## config.mk

```make
export PLATFORM = sky130hd
export DESIGN_NAME = psu_signature_unit
export DESIGN_NICKNAME = d
export VERILOG_FILES = /design/src/include/psu_pkg.sv /design/src/psu_signature_unit.sv
export SDC_FILE = /design/constraint.sdc
export NUM_CORES = 1
export LEC_CHECK = 0
export BUFFER_PORTS_ARGS = -buffer_cell sky130_fd_sc_hd__buf_2
export CELL_PAD_IN_SITES_DETAIL_PLACEMENT = 2
export CELL_PAD_IN_SITES_GLOBAL_PLACEMENT = 2
export CORE_ASPECT_RATIO = 1.2
export CORE_MARGIN = 2
export CORE_UTILIZATION = 32
export DETAILED_ROUTE_END_ITERATION = 6
export PLACE_DENSITY_LB_ADDON = 0.15
export SLEW_MARGIN = 20
export SYNTH_ARGS = -nofsm -noshare
export SYNTH_HDL_FRONTEND = slang
export SYNTH_SLANG_ARGS = --single-unit
```

## constraint.sdc

```tcl
create_clock -name core_clk_i -period 3.4 [get_ports core_clk_i]
set_input_delay 0.17 -clock core_clk_i [delete_from_list [all_inputs] [get_ports core_clk_i]]
set_output_delay 0.17 -clock core_clk_i [all_outputs]
set_load 0.1 [all_outputs]
```

## src/include/psu_pkg.sv

```systemverilog
`default_nettype none
package psu_pkg;
  // ---------------------------------------------------------------
  // register numbers on the device-control port
  // ---------------------------------------------------------------
  localparam logic [9:0] PSU_CTL_OFS = 10'h110;
  localparam logic [9:0] PSU_STS_OFS = 10'h111;
  localparam logic [9:0] PSU_HSIG_OFS = 10'h112;
  localparam logic [9:0] PSU_LSIG_OFS = 10'h113;
  localparam logic [9:0] PSU_CNT_OFS = 10'h114;
  localparam logic [9:0] PSU_HUPD_OFS = 10'h115;
  localparam logic [9:0] PSU_LUPD_OFS = 10'h116;
  // ---------------------------------------------------------------
  // field positions (bit 63 of the big-endian view is bit 0 here)
  // ---------------------------------------------------------------
  localparam int PSU_INIT_BIT = 0;
  localparam int PSU_WRITE_ACCUMULATE_ENABLE_BIT = 1;
  localparam int PSU_READ_ACCUMULATE_ENABLE_BIT = 2;
  localparam int PSU_COUNT_ENABLE_BIT = 5;
  localparam int PSU_TRANSFER_ERROR_FLAG_BIT = 0;
  // ---------------------------------------------------------------
  // values
  // ---------------------------------------------------------------
  localparam logic [31:0] PSU_MISR_TAPS = 32'hC000_0401;
  localparam logic [31:0] PSU_ZERO = 32'h0000_0000;
  localparam logic [2:0] PSU_CTL_RST = 3'h0;
  localparam logic PSU_TRANSFER_ERROR_FLAG_RST = 1'b0;
  // ---------------------------------------------------------------
  // carriers
  // ---------------------------------------------------------------
  typedef struct packed {
    logic        rd;
    logic        wr;
    logic        priv;
    logic [9:0]  addr;
    logic [31:0] wdata;
  } psu_dcr_req_t;
  typedef struct packed {
    logic        valid;
    logic        err;
    logic [7:0]  strb;
    logic [63:0] data;
  } psu_beat_t;
endpackage
`default_nettype wire

```

## src/psu_signature_unit.sv

```systemverilog
`timescale 1ns/1ps
`default_nettype none
module psu_signature_unit
  import psu_pkg::*;
(
  // clock and reset
  input  wire logic         core_clk_i,
  input  wire logic         rstn_i,
  // device-control register port
  input  wire psu_dcr_req_t dcr_req_i,
  output logic              dcr_ack_o,
  output logic [31:0]       dcr_rdata_o,
  // data buses, one entry per terminating beat
  input  wire psu_beat_t    rd_beat_i,
  input  wire psu_beat_t    wr_beat_i,
  input  wire logic         debug_active_i
);

  // ---------------------------------------------------------------
  // helpers
  // ---------------------------------------------------------------
  function automatic logic [31:0] misr_step(input logic [31:0] cur,
                                            input logic [31:0] din);
    misr_step = {cur[30:0], 1'b0} ^ (cur[31] ? PSU_MISR_TAPS : PSU_ZERO)
                ^ din;
  endfunction

  function automatic logic [63:0] lane_mask(input logic [7:0] strb);
    logic [63:0] m;
    m = '0;
    for (int i = 0; i < 8; i++) begin
      m[i*8 +: 8] = {8{strb[i]}};
    end
    lane_mask = m;
  endfunction

  // ---------------------------------------------------------------
  // state
  // ---------------------------------------------------------------
  logic        cnt_en;
  logic        rd_en;
  logic        wr_en;
  logic        xfer_err;
  logic [31:0] high_sig;
  logic [31:0] low_sig;
  logic [31:0] beat_cnt;

  // ---------------------------------------------------------------
  // register decode
  // ---------------------------------------------------------------
  wire logic acc_ok = dcr_req_i.priv;
  wire logic wr_ok  = dcr_req_i.wr & acc_ok;
  wire logic rd_ok  = dcr_req_i.rd & acc_ok;
  wire logic [31:0] wd = dcr_req_i.wdata;

  wire logic wr_ctl  = wr_ok & (dcr_req_i.addr == PSU_CTL_OFS);
  wire logic wr_sts  = wr_ok & (dcr_req_i.addr == PSU_STS_OFS);
  wire logic wr_hsig = wr_ok & (dcr_req_i.addr == PSU_HSIG_OFS);
  wire logic wr_lsig = wr_ok & (dcr_req_i.addr == PSU_LSIG_OFS);
  wire logic wr_cnt  = wr_ok & (dcr_req_i.addr == PSU_CNT_OFS);
  wire logic wr_hupd = wr_ok & (dcr_req_i.addr == PSU_HUPD_OFS);
  wire logic wr_lupd = wr_ok & (dcr_req_i.addr == PSU_LUPD_OFS);
  wire logic do_init = wr_ctl & wd[PSU_INIT_BIT];

  // ---------------------------------------------------------------
  // beat qualification
  // ---------------------------------------------------------------
  wire logic rd_take = rd_beat_i.valid & rd_en & ~debug_active_i;
  wire logic wr_take = wr_beat_i.valid & wr_en & ~debug_active_i;

  // a failed read returns garbage, so zeros stand in for it
  wire logic [63:0] rd_word = rd_beat_i.err ? 64'h0 :
                              rd_beat_i.data & lane_mask(rd_beat_i.strb);
  // write data is the core's own, valid even when the slave errors
  wire logic [63:0] wr_word = wr_beat_i.data
                              & lane_mask(wr_beat_i.strb);

  // ---------------------------------------------------------------
  // signature chain: read, then write, then software update
  // ---------------------------------------------------------------
  wire logic [31:0] hi_a = rd_take ? misr_step(high_sig, rd_word[63:32])
                                   : high_sig;
  wire logic [31:0] hi_b = wr_take ? misr_step(hi_a, wr_word[63:32]) : hi_a;
  wire logic [31:0] hi_c = wr_hupd ? misr_step(hi_b, wd) : hi_b;
  wire logic [31:0] lo_a = rd_take ? misr_step(low_sig, rd_word[31:0])
                                   : low_sig;
  wire logic [31:0] lo_b = wr_take ? misr_step(lo_a, wr_word[31:0]) : lo_a;
  wire logic [31:0] lo_c = wr_lupd ? misr_step(lo_b, wd) : lo_b;

  wire logic [31:0] next_high_sig = do_init ? PSU_ZERO :
                                    wr_hsig ? wd : hi_c;
  wire logic [31:0] next_low_sig  = do_init ? PSU_ZERO :
                                    wr_lsig ? wd : lo_c;

  wire logic [1:0] cnt_inc = 2'(rd_take) + 2'(wr_take) + 2'(wr_lupd);
  wire logic [31:0] next_beat_cnt = do_init ? PSU_ZERO :
                                    wr_cnt  ? wd :
                                    cnt_en  ? beat_cnt + 32'(cnt_inc)
                                            : beat_cnt;

  // set wins over a simultaneous write-one clear
  wire logic err_set = rd_take & rd_beat_i.err;
  wire logic next_xfer_err = err_set |
                             (xfer_err & ~(wr_sts & wd[PSU_TRANSFER_ERROR_FLAG_BIT]));

  // ---------------------------------------------------------------
  // read mux
  // ---------------------------------------------------------------
  logic [31:0] rd_mux;
  always_comb begin
    rd_mux = '0;
    unique case (dcr_req_i.addr)
      PSU_CTL_OFS: begin
        rd_mux[PSU_COUNT_ENABLE_BIT] = cnt_en;
        rd_mux[PSU_READ_ACCUMULATE_ENABLE_BIT]  = rd_en;
        rd_mux[PSU_WRITE_ACCUMULATE_ENABLE_BIT]  = wr_en;
      end
      PSU_STS_OFS:  rd_mux[PSU_TRANSFER_ERROR_FLAG_BIT] = xfer_err;
      PSU_HSIG_OFS: rd_mux = high_sig;
      PSU_LSIG_OFS: rd_mux = low_sig;
      PSU_CNT_OFS:  rd_mux = beat_cnt;
      default:      rd_mux = '0;
    endcase
  end

  // ---------------------------------------------------------------
  // flops
  // ---------------------------------------------------------------
  // no reset here: contents must survive a system reset
  always_ff @(posedge core_clk_i) begin
    high_sig <= next_high_sig;
    low_sig  <= next_low_sig;
    beat_cnt <= next_beat_cnt;
  end

  always_ff @(posedge core_clk_i or negedge rstn_i) begin
    if (!rstn_i) begin
      {cnt_en, rd_en, wr_en} <= PSU_CTL_RST;
      xfer_err    <= PSU_TRANSFER_ERROR_FLAG_RST;
      dcr_ack_o   <= 1'b0;
      dcr_rdata_o <= PSU_ZERO;
    end else begin
      if (wr_ctl) begin
        cnt_en <= wd[PSU_COUNT_ENABLE_BIT];
        rd_en  <= wd[PSU_READ_ACCUMULATE_ENABLE_BIT];
        wr_en  <= wd[PSU_WRITE_ACCUMULATE_ENABLE_BIT];
      end
      xfer_err    <= next_xfer_err;
      dcr_ack_o   <= rd_ok | wr_ok;
      dcr_rdata_o <= rd_ok ? rd_mux : PSU_ZERO;
    end
  end

  // ---------------------------------------------------------------
  // checks
  // ---------------------------------------------------------------
  wire logic quiet = !rd_take && !wr_take && !wr_ok;
endmodule
`default_nettype wire

```

==> reports/qor.txt, run 1 <==
global-route wire length before repair - 70.1 mm
htree depth - 4
critical path required time - 3.74 ns
DRC Markers - 0
Post-Route WL - 45.6 mm
flops & latches, synth - 133
Post-CTS Setup Bufs - 0
mean post-synth cell area - 7.69 um^2
Mapped Area - 10500 um^2
prevailing post-synth register cell - dfxtp_1
die width - 169 um
skew final - 0.0114 ns
run status - finished, final reports clean
nets - 1752
max_cap viols - 0
Final Instance Area - 12700 um^2
Worst Setup Slack post-DPL - -0.0630 ns
commonest cells after routing, fill and taps aside - buf_2, nor2_1, nand2_1
Synth Area in Compound Gates - 17.7%
pin count of the biggest net entering global routing - 81
Post-synth EDFFs - 0
total clock sinks - 133
antenna-violating nets left - 0
# setup viols final - 0
CP Max Fanout - 3
Final GP Congestion - 0.845
Buf/Inv on CP - 3
YS warnings - 0
Seq/Total Area, Yosys - 27.2%
post-CTS sizing - 0
grt ovf - 0
Hold Crit Class - primary input to register
core area - 32300 um^2
Reg power frac - 39.9%
CTS max path bufs - 2
number of vias per cell - 5.61
Clock power frac - 44.6%
PwrDens - 329 nW/um^2
CP delay by family, top - simple AND/OR/NAND/NOR gates
root buffer cell - clkbuf_16
mux cell area share after synthesis - 9.90%
post-route setup slack - 0.297 ns
Setup crit start kind - register
max incr delay on CP - 0.45 ns
I/O Buffers - 227
setup total negative slack - 0 ns
RSZ-0062 raised after global routing - false
Die ar. - 34200 um^2
sw frac - 28.3%
CTS tree - yes
hold_ws - 0.0163 ns
Pins Over Slew Limit - 0
Final min period - 3.10 ns
placed instance area - 12100 um^2
met3 WL - 1.68 mm
top layer in use - met4
crit path max-delay cell type - fa_1
drt initial violations - 567
vias in the first global route - 12000
most common cell after layout, fill and taps aside - buf_2
Fin. Hold Viols - 0
Setup crit end kind - register
drt first pass iters - 7
Worst-Margin Slew - 0.966 ns
Synth cell types - 65
FILL cells - 3763
Clock Latency Late Sink - 0.44 ns
initial antenna violation count - 1
Initial Utilization - 32.5%
Total Routing Usage GR - 26.6%
CP Data Arrival Time - 3.45 ns
Leak - 4.95 nW
Boundary Pins - 229
Multi-input gate area - 7240 um^2
wire length on met2 - 22.5 mm
crit-path cells - and3b_4 -> inv_2 -> fa_1 -> inv_1 -> ha_1 -> fa_1 -> and3_1 -> nand3_1 -> or2_2 -> buf_4 -> nor3_1 -> xnor2_1 -> a211oi_1
routed vias - 11100
most used cell, CP - fa_1
# rows - 72
FFs w/ async S/R, synth - 27.8%
routed length on met1 - 20.4 mm
Power Internal - 0.00301 W
highest clock rate - 322 MHz
Comb pwr share - 15.5%
post-synthesis simple-gate area fraction - 25.8%
Tcrit/Tclk final - 91.3%
sw power - 0.00118 W
post-synthesis cell count - 1363
area share of fa/ha/maj cells after synthesis - 0.621%
WL/cell - 23.1 um
Die H - 202 um
worst rel slew slack - 35.3%
Syn Nets - 1563
largest family of logic cells by synthesized area - simple AND/OR/NAND/NOR gates
Setup CP Type - register to register
Post-DP HPWL - 33.3 mm
Synth Area in XOR/XNOR - 14.6%
P&R area growth vs syn - 21.5%
FF+latch area - 2850 um^2
layout cells sized above 1 - 21.5%
CTS Buf Count - 17
Worst-path clk slew - 0.06 ns
VDD IR-drop max - 0.238 mV
## Yosys cell counts, types with 4 or more instances
master	count	area share [%]
and3_1	30	1.8
nor3b_1	4	0.29
nand3_1	29	1.4
a22oi_1	29	2.1
nor3_1	31	1.5
or2_2	7	0.42
nor4_1	7	0.42
a22o_1	29	2.4
nor2_1	188	6.7
a31oi_1	4	0.24
xnor2_1	114	9.5
inv_1	7	0.25
nand2_1	152	5.4
xor2_1	50	4.2
a21oi_1	111	5.3
dfrtp_1	37	8.8
and2_1	7	0.42
dfxtp_1	96	18
a222oi_1	18	1.7
buf_2	13	0.62
nand4_1	9	0.54
nand2b_1	4	0.24
clkbuf_1	81	2.9
o21ai_0	39	1.9
or3_1	5	0.30
nand3b_1	65	4.7
mux2i_1	98	9.4
a211oi_1	31	2.2
buf_1	10	0.36
## worst reg2reg max path: stages, from the launching register on
cell      delay, ns
dfrtp_1        0.40
and3b_4        0.22
inv_2          0.05
fa_1           0.45
inv_1          0.08
ha_1           0.20
fa_1           0.23
and3_1         0.24
nand3_1        0.12
or2_2          0.34
buf_4          0.16
nor3_1         0.20
xnor2_1        0.12
a211oi_1       0.23
## cells by family (layout without fill, tap and decap cells)
family	after synthesis	count (layout)
xor gates and xnor gates	169	169
AOI/OAI and AO/OA	284	284
muxes	102	102
and+or+nand+nor	557	557
adders and majority gates	4	4
other	0	1
buffers and inverters	114	315
DFF	133	133
## power by group through the flow
stage	clock, W	combinational (W)	sequential (W)
3_5_place_dp	0	0.000649	0.00171
4_1_cts	0.00190	0.000658	0.00167
3_3_place_gp	0	0.000630	0.00170
6_report	0.00187	0.000652	0.00167
2_1_floorplan	0	0.000372	0.00169
5_1_grt	0.00197	0.000716	0.00168
## final timing paths
kind / slack, ns / cells past startpoint / end / from
worst min-delay path: 0.02 / 2 / dcr_ack_o / dcr_req_i[42]
worst max register to register: 0.30 / 13 / beat_cnt[18] / wr_en
min in group asynchronous: 0.28 / 2 / dcr_rdata_o[4] / rstn_i
max in group asynchronous: 2.36 / 3 / dcr_rdata_o[24] / rstn_i
worst max-delay path: 0.30 / 13 / beat_cnt[18] / wr_en
worst min register to register: 0.50 / 2 / dcr_rdata_o[21] / low_sig[21]
## layout make-up
| type | count | share of cell area, % |
|---|---|---|
| multi-input combinational | 1116 | 56.9 |
| sequential | 133 | 22.4 |
| timing repair buffer | 275 | 12.0 |
| tap | 407 | 4.00 |
| clock buffer | 25 | 3.97 |
| clock inverter | 6 | 0.540 |
| inverter | 9 | 0.275 |
| antenna | 1 | 0.0196 |
## sequential cells by signal, indices dropped and copies added, names as in the netlist
name         cells
wr_en            1
high_sig        32
beat_cnt        32
low_sig         32
cnt_en           1
dcr_rdata_o     32
dcr_ack_o        1
xfer_err         1
rd_en            1
## routing by layer
layer  global-route usage, %  vias to the layer above
li1                        -                     5185
met1                    34.1                     5542
met2                    46.5                      273
met3                    3.88                       55
met4                    7.33                        0
met5                       0                        -
## metrics by stage
step	std cells	total power [W]	util, %
floorplan	1363	0.00206	-
global placement	1938	0.00233	37.6
detailed placement	1938	0.00236	37.6
CTS	1971	0.00423	39.5
global route	1972	0.00436	39.5
finish	1972	0.00419	39.5
## what timing repair did
item                                    4_1_cts  5_1_grt
endpoints found under the setup margin        0        0
hold endpoints to repair                     19        0
hold buffers                                  2        0
No activity file was read; power rests on OpenSTA's default activity.
==> run 2, diff against run 1 <==
--- a/config.mk
+++ b/config.mk
@@ -12,6 +12,8 @@
 export CORE_MARGIN = 2
 export CORE_UTILIZATION = 32
+export CTS_CLUSTER_DIAMETER = 100
 export DETAILED_ROUTE_END_ITERATION = 6
 export PLACE_DENSITY_LB_ADDON = 0.15
+export REMOVE_ABC_BUFFERS = 1
 export SLEW_MARGIN = 20
 export SYNTH_ARGS = -nofsm -noshare
==> constraint.sdc (replaced) <==
create_clock -name core_clk_i -period 3.4 [get_ports core_clk_i]
set_input_delay 0.68 -clock core_clk_i [delete_from_list [all_inputs] [get_ports core_clk_i]]
set_output_delay 0.68 -clock core_clk_i [all_outputs]
set_load 0.1 [all_outputs]
==> run 2 against run 1 <==
Effect of this change:
- sequential power about the same
- core utilization up 1.0 points
- final area up 2.6%
- wire length up 4.5%
- flip-flop and latch count unchanged
- count of clock-buffer cells in the layout down 7
- worst hold slack better by 0.19 ns
- first-iteration DRC count unchanged
- clock power about the same
- worst setup slack worse by 0.17 ns
- maximum frequency down 5.1%
==> reports/qor.txt, run 2 (synthesis gave the netlist of run 1 again) <==
CP Data Arrival Time - 3.63 ns (+0.18 ns)
total clock sinks - 133 (unchanged)
I/O Buffers - 227 (unchanged)
critical path required time - 3.76 ns (+0.02 ns)
Fin. Hold Viols - 0 (unchanged)
VDD IR-drop max - 0.283 mV (+19%)
Setup crit start kind - primary input
CTS Buf Count - 17 (unchanged)
DRC Markers - 0 (unchanged)
number of vias per cell - 5.63 (+0.51%)
die width - 169 um (unchanged)
setup total negative slack - 0 ns (unchanged)
worst rel slew slack - 37.1% (+1.8 points)
drt initial violations - 567 (unchanged)
Die ar. - 34200 um^2 (unchanged)
Final GP Congestion - 0.850 (+0.67%)
Worst-Margin Slew - 0.943 ns (-0.0232 ns)
most common cell after layout, fill and taps aside - buf_2
root buffer cell - clkbuf_16
Hold Crit Class - primary input to async pin
skew final - 0.0115 ns (+0.000118 ns)
WL/cell - 23.9 um (+3.3%)
Post-Route WL - 47.6 mm (+4.5%)
Final Instance Area - 13100 um^2 (+2.6%)
htree depth - 4 (unchanged)
Worst Setup Slack post-DPL - -0.574 ns (-0.511 ns)
Tot Pwr - 0.00423 W (+0.89%)
Tcrit/Tclk final - 96.2% (+4.9 points)
initial antenna violation count - 4 (+3)
antenna-violating nets left - 0 (unchanged)
Clock Latency Late Sink - 0.45 ns (about the same)
CTS max path bufs - 2 (unchanged)
Post-DP HPWL - 34.4 mm (+3.5%)
Leak - 5.10 nW (+2.9%)
run status - finished, final reports clean
P&R area growth vs syn - 24.7%
# setup viols final - 0 (unchanged)
drt first pass iters - 7 (unchanged)
core area - 32300 um^2 (unchanged)
Worst-path clk slew - 0.07 ns (about the same)
Setup CP Type - primary input to register
Die H - 202 um (unchanged)
Final min period - 3.27 ns (+0.168 ns)
nets - 1774 (+1.3%)
PwrDens - 324 nW/um^2 (-1.7%)
max_cap viols - 0 (unchanged)
Pins Over Slew Limit - 0 (unchanged)
pin count of the biggest net entering global routing - 84 (+3.7%)
routed vias - 11200 (+1.7%)
layout cells sized above 1 - 23.6% (+2.1 points)
CTS tree - yes
# rows - 72 (unchanged)
Total Routing Usage GR - 27.7% (+1.1 points)
Initial Utilization - 32.5% (unchanged)
highest clock rate - 306 MHz (-5.1%)
global-route wire length before repair - 72.7 mm (+3.7%)
commonest cells after routing, fill and taps aside - buf_2, nor2_1, nand2_1
Finished Core Util - 40.5% (+1.0 points)
post-route setup slack - 0.129 ns (-0.168 ns)
Setup crit end kind - register
grt ovf - 0 (unchanged)
Boundary Pins - 229 (unchanged)
placed instance area - 12400 um^2 (+2.0%)
CP Max Fanout - 3 (unchanged)
vias in the first global route - 12300 (+2.6%)
## run 2: worst paths after layout
path                                    start               to  slack, ns  cells past startpoint
worst max-delay path            dcr_req_i[38]     beat_cnt[16]       0.13                     16
worst min-delay path                   rstn_i   dcr_rdata_o[5]       0.21                      1
worst max register to register          wr_en     beat_cnt[16]       0.54                     13
worst min register to register    low_sig[24]  dcr_rdata_o[24]       0.50                      2
max in group asynchronous              rstn_i  dcr_rdata_o[30]       2.40                      2
min in group core_clk_i         dcr_req_i[44]        dcr_ack_o       0.48                      2
## run 2: layer usage
layer | up-vias | wire, um | track usage [%]
met5 | - | 28 | 0
met2 | 282 | 25000 | 51.0
met4 | 6 | 1170 | 9.19
met1 | 5650 | 19600 | 32.9
met3 | 75 | 1860 | 3.76
li1 | 5228 | - | -
## run 2: repair_timing
action,CTS,global route
endpoints found under the hold margin,0,0
pin swaps,2,12
gates resized for setup,5,15
buffers inserted,0,3
hold buffers,0,0
gates cloned,0,0
setup endpoints to repair,7,14
## run 2: report_power, final
group	switching (W)	internal, W	total (W)
clock	0.000855	0.00103	0.00189
sequential	0.0000595	0.00161	0.00167
combinational	0.000370	0.000303	0.000673
total	0.00128	0.00295	0.00423
## run 2: metrics by stage
| step | instances | hold slack (ns) |
|---|---|---|
| 6_report | 1995 | 0.208 |
| 5_1_grt | 1995 | 0.224 |
| 4_1_cts | 1991 | 0.217 |
| 3_5_place_dp | 1959 | 0.487 |
| 3_3_place_gp | 1959 | 0.487 |
| 2_1_floorplan | 1258 | 0.384 |
## run 2: area by class of cell
cell class | instances | area [um^2]
Fill cell | 3817 | 19200
Multi-Input combinational cell | 1116 | 7320
Sequential cell | 133 | 2850
Timing Repair Buffer | 297 | 1790
Tap cell | 407 | 509
Clock buffer | 18 | 439
Clock inverter | 14 | 129
Inverter | 9 | 35.0
Antenna cell | 1 | 2.50
## run 2: critical path, cell delays in order
cell      delay [ns]
buf_2           0.12
nor4b_4         0.30
nand2_2         0.12
nor2_4          0.16
nand3_4         0.09
fa_1            0.48
inv_2           0.08
ha_4            0.14
fa_2            0.20
and3_4          0.19
nand3_1         0.12
or2_4           0.33
buf_4           0.15
nor2_1          0.12
xnor2_1         0.08
a211oi_1        0.25
==> run 3, diff against run 2 <==
- clock period: 3.4 -> 3.1 ns (I/O delays scaled with it)
==> run 3 against run 2 <==
Effect of this change:
- the flow now finishes with violations (negative setup slack)
- clock skew is 0.0037 ns higher
- die area did not move
- total power increased by 19%
- worst setup slack got worse by 0.32 ns
- clock power is 30% higher
- critical path depth stayed put
- sequential share of layout area is 0.97 points lower
- critical endpoint is now beat_cnt[28]
- wire length rose by 6.2%
- global-route usage increased by 0.68 points
- sequential power increased by 10%
- first-iteration DRC count is 14% higher
- count of clock-buffer cells in the layout is 1 lower
==> reports/qor.txt, run 3 (synthesis gave the netlist of run 1 again) <==
root buffer cell - clkbuf_16
critical path required time - 3.46 ns (-0.30 ns)
routed vias - 11600 (+3.2%)
Worst setup endpoint - beat_cnt[28]
GR peak layer - met2
VDD IR-drop max - 0.311 mV (+9.6%)
FF-to-FF End - beat_cnt[28]
die width - 169 um (unchanged)
initial antenna violation count - 3 (-1)
skew final - 0.0152 ns (+0.00366 ns)
Tcrit/Tclk final - 106%
Setup crit end kind - register
pin count of the biggest net entering global routing - 81 (-3.6%)
Post-DP HPWL - 34.9 mm (+1.5%)
GR Layer Usage met1 - 33.9% (+0.94 points)
post-route setup slack - -0.191 ns (-0.320 ns)
Clock Latency Late Sink - 0.44 ns (about the same)
Die ar. - 34200 um^2 (unchanged)
total clock sinks - 133 (unchanged)
crit-path cells - buf_8 -> nor4b_4 -> nand2_2 -> nor2_4 -> nand3_4 -> fa_1 -> inv_2 -> ha_4 -> fa_2 -> and3_4 -> nand2_2 -> or3_4 -> nor2_4 -> nand4_1 -> xor2_1 -> a211oi_1
CTS max path bufs - 2 (unchanged)
drt initial violations - 648 (+14%)
# setup viols final - 14 (+14)
Die H - 202 um (unchanged)
Final Instance Area - 13700 um^2 (+4.7%)
Worst-Margin Slew - 0.845 ns (-0.0981 ns)
CP Data Arrival Time - 3.65 ns (+0.02 ns)
Setup crit start kind - primary input
RSZ-0062 raised after global routing - true
setup total negative slack - -1.16 ns (-1.16 ns)
crit path max-delay cell type - fa_1
hold_buf cts - 0 (unchanged)
grt ovf - 0 (unchanged)
CP Max Fanout - 3 (unchanged)
Final GP Congestion - 0.827 (-2.8%)
# rows - 72 (unchanged)
final instance count without filler cells - 2031 (+1.8%)
highest clock rate - 304 MHz
Leak - 5.42 nW (+6.3%)
worst rel slew slack - 43.7% (+6.5 points)
Pins Over Slew Limit - 0 (unchanged)
Critical path origin - dcr_req_i[38]
Initial Utilization - 32.5% (unchanged)
placed instance area - 12500 um^2 (+0.81%)
nets - 1810 (+2.0%)
core area - 32300 um^2 (unchanged)
commonest cells after routing, fill and taps aside - buf_2, nor2_1, nand2_1
DRC Markers - 0 (unchanged)
Tot Pwr - 0.00504 W (+19%)
Boundary Pins - 229 (unchanged)
CTS Buf Count - 17 (unchanged)
I/O Buffers - 227 (unchanged)
Total Routing Usage GR - 28.4% (+0.68 points)
M3 GR Usage - 3.60% (-0.16 points)
htree depth - 4 (unchanged)
PwrDens - 369 nW/um^2 (+14%)
Post-Route WL - 50.6 mm (+6.2%)
Setup CP Type - primary input to register
global-route wire length before repair - 74.9 mm (+3.0%)
Fin. Hold Viols - 0 (unchanged)
Hold Crit Class - primary input to async pin
drt first pass iters - 7 (unchanged)
Worst-path clk slew - 0.07 ns (about the same)
run status - complete, but fails checks
Final min period - 3.29 ns
reg2reg start - wr_en
Post-Place Cells - 1974 (+0.77%)
antenna-violating nets left - 0 (unchanged)
P&R area growth vs syn - 30.5%
max_cap viols - 0 (unchanged)
failing checks - negative setup slack
R2R cell count - 13 (unchanged)
CTS tree - yes
most common cell after layout, fill and taps aside - buf_2
layout cells sized above 1 - 26.8% (+3.2 points)
Finished Core Util - 42.4% (+1.9 points)
WL/cell - 24.9 um (+4.3%)
max incr delay on CP - 0.47 ns (about the same)
FILL cells - 3734 (-2.2%)
vias in the first global route - 12600 (+2.9%)
Worst R2R Setup Slack - 0.12 ns (-0.42 ns)
Global Route met2 Usage - 51.4% (+0.47 points)
number of vias per cell - 5.71 (+1.4%)
-- run 3: cell count changes in the layout (fill, tap and decap cells not counted), sizes merged --
cell    previous run  this run
buf              297       330
bufinv             1         6
clkbuf            18        20
clkinv             6         2
-- run 3: worst max-delay path, delay by kind of cell --
kind                     cells  cell delay [ns]
XOR/XNOR                     1             0.18
buffers and inverters        2             0.19
AND/OR/NAND/NOR              9             1.61
adder cells (fa/ha/maj)      3             0.82
AO/OA/AOI/OAI                1             0.24
-- run 3: through the flow --
| step | hold slack, ns | setup slack (ns) |
|---|---|---|
| finish | 0.161 | -0.191 |
| global route | 0.187 | -0.316 |
| CTS | 0.169 | -0.101 |
| detailed placement | 0.496 | -0.860 |
| global placement | 0.485 | -0.628 |
| floorplan | 0.324 | -2.48 |
-- run 3: how the worst min path moves through the flow --
| stage | startpoint | to | slack (ns) | depth (start not counted) |
|---|---|---|---|---|
| CTS | rstn_i | dcr_rdata_o[5] | 0.17 | 1 |
| finish | rstn_i | dcr_rdata_o[2] | 0.16 | 1 |
| floorplan | rstn_i | cnt_en | 0.32 | 0 |
| global route | rstn_i | dcr_rdata_o[5] | 0.19 | 1 |
| detailed placement | low_sig[21] | dcr_rdata_o[21] | 0.50 | 2 |
| global placement | low_sig[21] | dcr_rdata_o[21] | 0.48 | 2 |
-- run 3: final cells by class --
type	instances	area [um^2]	share of cell area [%]
tap	407	509	3.72
timing repair buffer	333	2160	15.8
multi-input combinational	1116	7440	54.4
inverter	9	35.0	0.256
clock buffer	17	425	3.11
antenna	1	2.50	0.0183
sequential	133	2850	20.8
clock inverter	15	251	1.84
-- run 3: power by group --
part	leakage [nW]	total [W]	internal, W	switching, W
combinational	3.81	0.000759	0.000343	0.000417
clock	0.314	0.00245	0.00152	0.000932
sequential	1.29	0.00184	0.00177	0.0000674
-- run 3: what timing repair did --
item,CTS,global route
endpoints found under the setup margin,19,97
pin swaps,16,24
resized for setup,27,35
hold endpoints to repair,0,0
setup buffers,14,10
gates cloned,0,3
-- run 3: routing by layer --
layer / share of wire (%) / routed length (um)
met4: 3.2 / 1620
met3: 3.6 / 1830
met2: 52 / 26400
met5: 0.047 / 24
met1: 41 / 20700
